--- src/rtl/ppr_map.svh ---
`ifndef PPR_MAP_SVH
`define PPR_MAP_SVH
`define PPR_W_8          8
`define PPR_W_E          3
`define PPR_BIT_RXD      4
`define PPR_BIT_EXTERNAL_INTERRUPT_ZERO     6
`define PPR_BIT_RST      0
`define PPR_BIT_XIN      1
`define PPR_BIT_XOUT     2
`define PPR_RST_MIN_NS   400
`define PPR_CLK_NS       4
`define PPR_RST_CYC      ((`PPR_RST_MIN_NS + `PPR_CLK_NS - 1) / `PPR_CLK_NS)
`endif

--- src/rtl/ppr_pkg.sv ---
package ppr_pkg;
  typedef logic [7:0] ppr_byte_t;
  typedef logic [2:0] ppr_pe_t;
  typedef enum logic [1:0] {
    PPR_RST_IDLE = 2'b00,
    PPR_RST_LOW  = 2'b01,
    PPR_RST_HELD = 2'b11
  } ppr_rst_state_t;
endpackage

--- src/rtl/ppr_if.sv ---
`timescale 1ns/1ps
interface ppr_bit_if #(parameter int W = 8);
  logic [W-1:0] pin_in;
  logic [W-1:0] sync_in;
  modport pad  (input pin_in, output sync_in);
  modport core (output pin_in, input sync_in);
endinterface

--- src/rtl/ppr_sync.sv ---
`timescale 1ns/1ps
module ppr_sync #(
  parameter int W = 8
) (
  input  wire logic core_clk_i,
  input  wire logic rst_n_i,
  ppr_bit_if.pad    bus
);
  typedef struct packed {
    logic [W-1:0] s1;
    logic [W-1:0] s2;
    logic [W-1:0] s3;
    logic [W-1:0] val;
  } ppr_sync_st_t;
  ppr_sync_st_t st;
  ppr_sync_st_t next_st;

  // a change is taken only once stages two and three agree
  always_comb begin
    next_st    = st;
    next_st.s1 = bus.pin_in;
    next_st.s2 = st.s1;
    next_st.s3 = st.s2;
    for (int i = 0; i < W; i++) begin
      if (st.s2[i] == st.s3[i]) begin
        next_st.val[i] = st.s3[i];
      end
    end
  end

  always_ff @(posedge core_clk_i) begin
    if (!rst_n_i) begin
      st <= '0;
    end else begin
      st <= next_st;
    end
  end

  assign bus.sync_in = st.val;
endmodule

--- src/rtl/ppr_ports.sv ---
`timescale 1ns/1ps
`include "ppr_map.svh"
// Function
// - ports B, C and D are eight bits each, every bit separately input or output.
// - port E has three bits, positions zero to two.
// - each bit has its own pull-up enable.
// - any active reset puts every pin in high impedance, but only on a core clock edge; a pin reset leaves the oscillator amplifier output enabled.
// - with the reset-disable fuse programmed, port E bit zero is ordinary I/O.
// - with the fuse unprogrammed, a long enough low on port E bit zero resets the device.
// - clock fuses can give port E bits one and two to the oscillator amplifier.
// - port D bit four feeds UART and LIN receive, capture A, alternate clock, pin change 20.
// - port D bit six feeds external interrupt zero and pin change 22.
// - port E bit zero also carries the debug line and pin change 24.
// - port E bit one can carry the timer 0 compare B output and pin change 25.
module ppr_ports
  import ppr_pkg::*;
#(
  parameter int RST_CYC = `PPR_RST_CYC
) (
  input  wire logic      core_clk_i,
  input  wire logic      rst_n_i,
  input  wire logic      reset_pin_disable_fuse_i,
  input  wire logic      osc_pins_sel_i,
  input  wire ppr_byte_t b_out_i,
  input  wire ppr_byte_t b_dir_i,
  input  wire ppr_byte_t b_pu_i,
  input  wire ppr_byte_t c_out_i,
  input  wire ppr_byte_t c_dir_i,
  input  wire ppr_byte_t c_pu_i,
  input  wire ppr_byte_t d_out_i,
  input  wire ppr_byte_t d_dir_i,
  input  wire ppr_byte_t d_pu_i,
  input  wire ppr_pe_t   e_out_i,
  input  wire ppr_pe_t   e_dir_i,
  input  wire ppr_pe_t   e_pu_i,
  input  wire logic      debug_en_i,
  input  wire logic      debug_out_i,
  input  wire logic      debug_oe_i,
  input  wire logic      timer0_cmp_b_en_i,
  input  wire logic      timer0_compare_b_out_i,
  input  wire ppr_byte_t b_pin_i,
  input  wire ppr_byte_t c_pin_i,
  input  wire ppr_byte_t d_pin_i,
  input  wire ppr_pe_t   e_pin_i,
  output ppr_byte_t      b_pin_o,
  output ppr_byte_t      b_pin_oe_o,
  output ppr_byte_t      b_pullup_o,
  output ppr_byte_t      c_pin_o,
  output ppr_byte_t      c_pin_oe_o,
  output ppr_byte_t      c_pullup_o,
  output ppr_byte_t      d_pin_o,
  output ppr_byte_t      d_pin_oe_o,
  output ppr_byte_t      d_pullup_o,
  output ppr_pe_t        e_pin_o,
  output ppr_pe_t        e_pin_oe_o,
  output ppr_pe_t        e_pullup_o,
  output ppr_byte_t      b_in_o,
  output ppr_byte_t      c_in_o,
  output ppr_byte_t      d_in_o,
  output ppr_pe_t        e_in_o,
  output logic           uart_receive_o,
  output logic           lin_receive_line_o,
  output logic           timer1_capture_in_a_o,
  output logic           alt_serial_clk_o,
  output logic           external_interrupt_zero_o,
  output logic           onchip_debug_io_o,
  output logic [26:0]    pin_change_o,
  output logic           osc_amp_input_o,
  output logic           osc_amp_output_oe_o,
  output logic           pin_reset_o
);
  localparam int CW = $clog2(RST_CYC + 1);

  typedef struct packed {
    ppr_rst_state_t rst_st;
    logic [CW-1:0]  rst_cnt;
    logic           pin_reset;
    ppr_byte_t      b_o, b_oe, b_pu, c_o, c_oe, c_pu, d_o, d_oe, d_pu;
    ppr_pe_t        e_o, e_oe, e_pu;
    ppr_byte_t      b_in, c_in, d_in;
    ppr_pe_t        e_in;
    logic           xin_sel;
  } ppr_st_t;
  ppr_st_t st;
  ppr_st_t next_st;

  logic [26:0] sync_in;
  ppr_bit_if #(.W(27)) sif ();
  assign sif.pin_in = {e_pin_i, d_pin_i, c_pin_i, b_pin_i};
  assign sync_in    = sif.sync_in;

  ppr_sync #(.W(27)) u_sync (
    .core_clk_i (core_clk_i),
    .rst_n_i    (rst_n_i),
    .bus        (sif)
  );

  // pads go high impedance on the edge that samples rst_n_i, or one cycle after pin_reset is set; the synchronous
  // reset relies on the reset generator still clocking this logic
  always_comb begin
    next_st = st;
    next_st.b_o  = b_out_i;
    next_st.b_oe = b_dir_i;
    next_st.b_pu = b_pu_i & ~b_dir_i;
    next_st.c_o  = c_out_i;
    next_st.c_oe = c_dir_i;
    next_st.c_pu = c_pu_i & ~c_dir_i;
    next_st.d_o  = d_out_i;
    next_st.d_oe = d_dir_i;
    next_st.d_pu = d_pu_i & ~d_dir_i;
    next_st.e_o  = e_out_i;
    next_st.e_oe = e_dir_i;
    next_st.e_pu = e_pu_i & ~e_dir_i;
    next_st.b_in = sync_in[7:0];
    next_st.c_in = sync_in[15:8];
    next_st.d_in = sync_in[23:16];
    next_st.e_in = sync_in[26:24];
    next_st.xin_sel = osc_pins_sel_i;
    if (debug_en_i) begin
      next_st.e_o[`PPR_BIT_RST]  = debug_out_i;
      next_st.e_oe[`PPR_BIT_RST] = debug_oe_i;
      next_st.e_pu[`PPR_BIT_RST] = ~debug_oe_i;
    end else if (!reset_pin_disable_fuse_i) begin
      next_st.e_oe[`PPR_BIT_RST] = 1'b0;
      next_st.e_pu[`PPR_BIT_RST] = 1'b1;
    end
    if (timer0_cmp_b_en_i) begin
      next_st.e_o[`PPR_BIT_XIN]  = timer0_compare_b_out_i;
      next_st.e_oe[`PPR_BIT_XIN] = 1'b1;
    end
    if (osc_pins_sel_i) begin
      next_st.e_oe[2:1] = 2'b00;
      next_st.e_pu[2:1] = 2'b00;
    end
    // pin reset filter: only a low seen for RST_CYC + 1 cycles fires
    next_st.pin_reset = 1'b0;
    case (st.rst_st)
      PPR_RST_IDLE: begin
        next_st.rst_cnt = '0;
        if (!reset_pin_disable_fuse_i && !sync_in[24]) begin
          next_st.rst_st = PPR_RST_LOW;
        end
      end
      PPR_RST_LOW: begin
        if (reset_pin_disable_fuse_i || sync_in[24]) begin
          next_st.rst_st = PPR_RST_IDLE;
        end else if (st.rst_cnt == CW'(RST_CYC - 1)) begin
          next_st.rst_st    = PPR_RST_HELD;
          next_st.pin_reset = 1'b1;
        end else begin
          next_st.rst_cnt = st.rst_cnt + 1'b1;
        end
      end
      PPR_RST_HELD: begin
        next_st.pin_reset = ~sync_in[24] & ~reset_pin_disable_fuse_i;
        if (sync_in[24] || reset_pin_disable_fuse_i) begin
          next_st.rst_st = PPR_RST_IDLE;
        end
      end
      default: begin
        next_st.rst_st = PPR_RST_IDLE;
      end
    endcase
    if (st.pin_reset) begin
      next_st.b_oe = '0;
      next_st.c_oe = '0;
      next_st.d_oe = '0;
      next_st.e_oe = '0;
      next_st.b_pu = '0;
      next_st.c_pu = '0;
      next_st.d_pu = '0;
      next_st.e_pu = 3'h1;
    end
  end

  always_ff @(posedge core_clk_i) begin
    if (!rst_n_i) begin
      st <= '0;
    end else begin
      st <= next_st;
    end
  end

  logic [26:0] pc_q;
  always_ff @(posedge core_clk_i) begin
    if (!rst_n_i) begin
      pc_q <= '0;
    end else begin
      pc_q <= {st.e_in, st.d_in, st.c_in, st.b_in};
    end
  end

  logic dbg_q;
  always_ff @(posedge core_clk_i) begin
    if (!rst_n_i) begin
      dbg_q <= 1'b0;
    end else begin
      dbg_q <= debug_en_i & st.e_in[`PPR_BIT_RST];
    end
  end


  assign b_pin_o    = st.b_o;
  assign b_pin_oe_o = st.b_oe;
  assign b_pullup_o = st.b_pu;
  assign c_pin_o    = st.c_o;
  assign c_pin_oe_o = st.c_oe;
  assign c_pullup_o = st.c_pu;
  assign d_pin_o    = st.d_o;
  assign d_pin_oe_o = st.d_oe;
  assign d_pullup_o = st.d_pu;
  assign e_pin_o    = st.e_o;
  assign e_pin_oe_o = st.e_oe;
  assign e_pullup_o = st.e_pu;
  assign b_in_o     = st.b_in;
  assign c_in_o     = st.c_in;
  assign d_in_o     = st.d_in;
  assign e_in_o     = st.e_in;
  assign uart_receive_o            = st.d_in[`PPR_BIT_RXD];
  assign lin_receive_line_o        = st.d_in[`PPR_BIT_RXD];
  assign timer1_capture_in_a_o     = st.d_in[`PPR_BIT_RXD];
  assign alt_serial_clk_o          = st.d_in[`PPR_BIT_RXD];
  assign external_interrupt_zero_o = st.d_in[`PPR_BIT_EXTERNAL_INTERRUPT_ZERO];
  assign onchip_debug_io_o         = dbg_q;
  assign pin_change_o              = pc_q;
  assign osc_amp_input_o           = st.xin_sel;
  assign osc_amp_output_oe_o       = st.xin_sel;
  assign pin_reset_o               = st.pin_reset;
endmodule

--- config.mk ---
export PLATFORM = sky130hd
export DESIGN_NAME = ppr_ports
export DESIGN_NICKNAME = d
export VERILOG_FILES = /design/src/rtl/ppr_pkg.sv /design/src/rtl/ppr_if.sv /design/src/rtl/ppr_sync.sv /design/src/rtl/ppr_ports.sv
export VERILOG_INCLUDE_DIRS = /design/src /design/src/rtl
export SDC_FILE = /design/constraint.sdc
export NUM_CORES = 1
export LEC_CHECK = 0
export BUFFER_PORTS_ARGS = -buffer_cell sky130_fd_sc_hd__buf_4
export CAP_MARGIN = 0
export CELL_PAD_IN_SITES_DETAIL_PLACEMENT = 0
export CELL_PAD_IN_SITES_GLOBAL_PLACEMENT = 1
export CORE_UTILIZATION = 35
export CTS_BUF_LIST = sky130_fd_sc_hd__clkbuf_16
export CTS_CLUSTER_SIZE = 40
export DETAILED_ROUTE_END_ITERATION = 16
export PLACE_DENSITY_LB_ADDON = 0.15
export RECOVER_POWER = 50
export SYNTH_ARGS = -nofsm -noshare
export SYNTH_HDL_FRONTEND = slang
export SYNTH_HIERARCHICAL = 1
export SYNTH_SLANG_ARGS = --single-unit
--- constraint.sdc ---
create_clock -name core_clk_i -period 1.6 [get_ports core_clk_i]
set_input_delay 0.16 -clock core_clk_i [delete_from_list [all_inputs] [get_ports core_clk_i]]
set_output_delay 0.16 -clock core_clk_i [all_outputs]
set_load 0.05 [all_outputs]
# Yosys cells after proc, flatten, opt, wreduce, memory -nomap -nowiden
# Index checks and enable logic that the tools add are counted.
dict set report classes {
  n_addsub 1
  n_eq_ne 35
  mux 18
  n_bitwise 14
  n_reduce_logical 10
}
# cell count
set op_table {}
lappend op_table {{$eq A1 B1 Y1} 27}
lappend op_table {{$and A8 B8 Y8} 3}
lappend op_table {{$not A8 Y8} 3}
lappend op_table {{$pmux W7 S2} 1}
lappend op_table {{$mux W1} 9}
lappend op_table {{$mux W2} 4}
lappend op_table {{$mux W8} 1}
lappend op_table {{$ne A2 B2 Y1 const B} 4}
lappend op_table {{$add A7 B1 Y7 const B} 1}
lappend op_table {{$eq A7 B7 Y1 const B} 1}
lappend op_table {{$mux W7} 1}
lappend op_table {{$pmux W2 S3} 1}
lappend op_table {{$reduce_and A3 Y1} 2}
lappend op_table {{$not A1 Y1} 4}
lappend op_table {{$and A3 B3 Y3} 1}
lappend op_table {{$ne A3 B3 Y1 const B} 1}
lappend op_table {{$not A3 Y3} 1}
lappend op_table {{$reduce_or A3 Y1} 1}
lappend op_table {{$and A1 B1 Y1} 2}
lappend op_table {{$eq A2 B1 Y1 const B} 1}
lappend op_table {{$eq A2 B2 Y1 const B} 1}
lappend op_table {{$logic_not A1 Y1} 2}
lappend op_table {{$logic_not A2 Y1} 1}
lappend op_table {{$pmux W1 S2} 1}
lappend op_table {{4 further kinds} 4}
dict set report word_totals {
  register_bits 255
  in_bits 117
  out_inout_bits 144
  word_cells 132
}

# Depth between registers and ports, before layout
dict set report logic_depth {
  word_depth 5
  ltp_mapped 5
}

# By module
# Netlist, hierarchy kept.
# mod n_inst cells_each area_each_um2 seq_area_each_um2
set by_module_without_submodules {}
lappend by_module_without_submodules {ppr_ports 1 462 5117.4 2942.8}
lappend by_module_without_submodules {ppr_sync 1 308 3375.7 2162.1}

# Worst setup path before layout
# OpenSTA, ideal clock, no wires.
dict set report synth_path {
  path_kind {register -> register}
  start {register st[110] (netlist name)}
  end {register st[115] (netlist name)}
  setup_ns 0.117
  t_arrival_ns 1.488
  required_ns 1.483
  setup_slack_ns -0.004
  stages_incl_launch_ff 6
  path_buffers 0
  synth_period_minus_slack_ns 1.604
  cell_sequence {dfxtp_1 > ha_1 > and4_1 > a221o_1 > a21o_1 > a22o_1}
}
dict set report synth_via {
  elab_chain_cells 4
  word_cells_on_any_way 7
  classes_between {1 x add/sub; 2 x eq/ne; 3 x mux; 1 x reduce/logical}
}
# element line
set synth_lines {}
lappend synth_lines {{from (decl)} ppr_ports.sv:84} ;# ppr_st_t st;
lappend synth_lines {{from (signal assigned)} ppr_ports.sv:180} ;# st <= next_st;
lappend synth_lines {{$add A7 B1 Y7} ppr_ports.sv:151} ;# next_st.rst_cnt = st.rst_cnt + 1'b1;
lappend synth_lines {{$mux W7} ppr_ports.sv:147} ;# end else if (st.rst_cnt == CW'(RST_CYC - 1)) begin
lappend synth_lines {{$mux W8} ppr_ports.sv:145} ;# if (reset_pin_disable_fuse_i || sync_in[24]) begin
lappend synth_lines {{$pmux W7 S2} ppr_ports.sv:137} ;# case (st.rst_st)
# Several ways; a longest one is shown, not always the timed one. The select of a mux whose other input is x is not followed.
# A chain may end at the register's enable or synchronous reset.

# Final worst setup path
dict set report layout_path {
  start {register st, in the netlist pin_reset_o}
  end {register st, in the netlist d_pullup_o[1]}
}
dict set report layout_via {
  elab_chain_cells 1
}
# element
set layout_lines {}
lappend layout_lines {{$reduce_or A2 Y1 (no source line)}}
# Every way passes these cells.

==> impl_metrics.csv <==
group,metric,value,unit
yosys,synth_ff_type,"dfxtp_1",
clock_network,cts_max_level,1,
run_status,status,"complete, but fails checks",
run_status,violations,"negative setup slack",
finish,multi_input_area,2270,sq um
global_route,antenna_found_initial,0,
global_route,grt_overflow,0,
run,cap_violations,0,
pwr,irDropWorstVdd,0.759,mV
routing,routed-wl-met2,9270,um
floorplanning,io-pin-count,261,
timing,hold_slack,35.2,ps
setup_path,critical_path.startpoint_type,"flop",
clock_network,cts_buffers,27,
yosys,synth_area,8490,sq um
floorplanning,die_w,158,um
floorplanning,start_util,36.0,%
timing,period_minus_slack,1630,ps
global_route,grt_max_degree,193,
setup_path,critPathKind,"flop to flop",
clock_network,clockBufferDepth,3,
clock_network,cts_sinks,255,
yosys,ys_seq_elements,255,
timing,slew-limit-headroom,6.98,%
timing,worst_pin_slew,1400,ps
timing,worst_slack,-28.4,ps
setup_path,path_buf_inv,2,
yosys,avgSynthCellArea,11.0,sq um
global_route,grt_pass1_wl,26700,um
finish,drive_above_1_share,31.0,%
pwr,p_per_area,1160,nW/um^2
pwr,power,13.6,mW
setup_path,crit_path_end_kind,"flop",
yosys,synthArstFlopShare,0,%
finish,final_net_count,1134,
timing,fmax,614,MHz
finish,diodes,0,
routing,top_layer,"met4",
place,place_congestion,0.672,
floorplanning,die_area,24900,sq um
clock_network,clk_latency,520,ps
setup_path,crit_chain,"nand2b_4 > buf_12 > nor3b_1 > dlygate4sd3_1",
routing,post_drt_wl_per_cell,13.4,um
clock_network,cts_tree,"built",
place,port_buffers,260,
routing,wl_met1,7140,um
timing,fin_worst_skew,14.1,ps
pwr,leakagePower,5.16,nW
finish,area_growth,38.8,%
clock_network,clk_pin_slew,60,ps
yosys,yosysWarnings,6,
setup_path,worstPathArrival,2090,ps
floorplanning,chipHeight,158,um
yosys,syn_inst,770,
routing,vias_per_cell,4.08,
setup_path,cp_slowest_cell,"dlygate4sd3_1",
routing,drtIter0Drc,204,
place,place_hpwl,11600,um
routing,drt.antenna.violating_nets,0,
routing,post-route-drc-count,0,
timing,setup_viol,1,
finish,fillers,2057,
floorplanning,design.core.area,23600,sq um
setup_path,max_stage_delay,600,ps
setup_path,crit_family,"buffers and inverters",
timing,period_share,102,%
yosys,synth_nets,888,
routing,drt_first_pass_iters,4,
yosys,seq_area_frac_synth,60.1,%
timing,hold_viol_final,0,
yosys,synth-edff-count,0,
yosys,synth.distinct_cells,39,
setup_path,worst-path-max-fanout,15,
global_route,track_usage,13.5,%
floorplanning,row_count,56,
setup_path,cp.required,2060,ps
min_path,hold_path.class,"primary input to flop",
clock_network,root_buffer,"clkbuf_16",
global_route,grt_pass1_vias,5360,
routing,wirelength,18200,um
routing,vias,5532,
finish,seqCellArea,5110,sq um
routing,dr_wl_met3,1480,um
timing,drv_slew,0,
## metal layers
layer,vias to the layer above,track usage [%]
li1,2819,-
met1,2499,14.2
met2,189,25.9
met3,25,3.75
met4,0,4.11
met5,-,0
## power by group
part           switching [mW]  internal, mW
combinational           0.652         0.616
sequential             0.0651          6.54
clock                    2.51          3.24
## timing repair
item	CTS	global route
gates resized for setup	1	13
pin swaps	1	8
endpoints found under the hold margin	112	0
setup endpoints to repair	1	13
setup buffers	0	2
cloned	0	1
hold buffers	116	0
## kinds of logic (layout without fill, tap and decap cells)
group | after synthesis | after routing | synth area share, %
AND/OR/NAND/NOR | 272 | 272 | 19.8
buffers and inverters | 166 | 433 | 13.8
adder cells (fa/ha/maj) | 1 | 1 | 0.147
multiplexers | 3 | 3 | 0.354
AO/OA/AOI/OAI | 73 | 73 | 5.76
flip-flops | 255 | 255 | 60.1
## synth_stat cells (2+ instances only)
| cell type | count | area (sq um) |
|---|---|---|
| nand3_1 | 4 | 20.0 |
| nor4b_1 | 3 | 26.3 |
| and2_1 | 185 | 1160 |
| and3_1 | 3 | 18.8 |
| a22oi_1 | 2 | 15.0 |
| buf_6 | 2 | 22.5 |
| a21boi_0 | 27 | 203 |
| nor2_1 | 8 | 30.0 |
| nand2_1 | 31 | 116 |
| buf_2 | 5 | 25.0 |
| a22o_1 | 2 | 17.5 |
| mux2i_1 | 3 | 30.0 |
| clkbuf_2 | 2 | 10.0 |
| o21ai_1 | 3 | 15.0 |
| dfxtp_1 | 255 | 5100 |
| buf_4 | 140 | 1050 |
| and2b_1 | 2 | 15.0 |
| o21ai_0 | 30 | 150 |
| nor3b_1 | 25 | 188 |
| nor2b_1 | 3 | 18.8 |
| nand2b_1 | 2 | 12.5 |
| clkbuf_1 | 16 | 60.1 |
## final cells by class
class                   instances  area share [%]
flip-flops and latches        255            43.3
multi-input cells             349            19.2
repair buffers                383            27.1
well taps                     319            3.38
clock buffers                  27            5.73
clock inverters                23            1.27
## metrics by stage
stage          util, %  area, sq um  instances  setup TNS, ps  worst slack, ps
3_5_place_dp      41.2         9730       1187              0             18.4
3_3_place_gp      41.2         9730       1187              0             76.0
2_1_floorplan        -         8500        770              0             19.4
4_1_cts           49.6        11700       1353              0             20.7
6_report          49.9        11800       1356          -28.4            -28.4
5_1_grt           49.9        11800       1356          -74.5            -73.6
## cell usage in the layout (no fill, tap or decap), types with 2 or more instances in the layout
cell type / synthesis / layout
inv_1: 0 / 4
o21ai_2: 0 / 2
a21boi_0: 27 / 27
nor3b_1: 25 / 23
buf_4: 140 / 263
nor2_1: 8 / 8
nor3b_2: 0 / 2
clkinvlp_4: 0 / 6
clkbuf_2: 2 / 2
clkinv_2: 0 / 4
clkinv_1: 0 / 6
dlygate4sd3_1: 0 / 116
a22o_1: 2 / 2
dfxtp_2: 0 / 2
nor2b_1: 3 / 3
and3_1: 3 / 3
and2_1: 185 / 153
o21ai_0: 30 / 29
nand3_1: 4 / 4
and2b_1: 2 / 2
clkbuf_16: 0 / 28
a22oi_1: 2 / 2
nor4b_2: 0 / 2
o21ai_1: 3 / 2
and2_0: 0 / 32
dfxtp_1: 255 / 252
mux2i_1: 3 / 3
nand2_1: 31 / 31
## sequential cells by signal, summed over array words and instances (netlist names), 9 cells and up
signal and flops:
u_sync/st 27, u_sync/bus.sync_in 27, pin_change_o 27, u_sync/next_st 54
st 9
## worst register-to-register path, stage by stage, from the launching register on
cell and delay [ps]:
dfxtp_1 330, nand2b_4 180, buf_12 160, nor3b_1 290, dlygate4sd3_1 600
## final timing paths
kind	slack (ps)	cells past startpoint	startpoint	end
hold / removal	40	3	rst_n_i	st[110]
hold reg to reg	420	1	u_sync/next_st[78]	u_sync/next_st[51]
setup / recovery	-30	4	pin_reset_o	d_pullup_o[1]
setup reg to reg	-30	4	pin_reset_o	d_pullup_o[1]
Note: power is estimated with default switching activity, not from simulation.
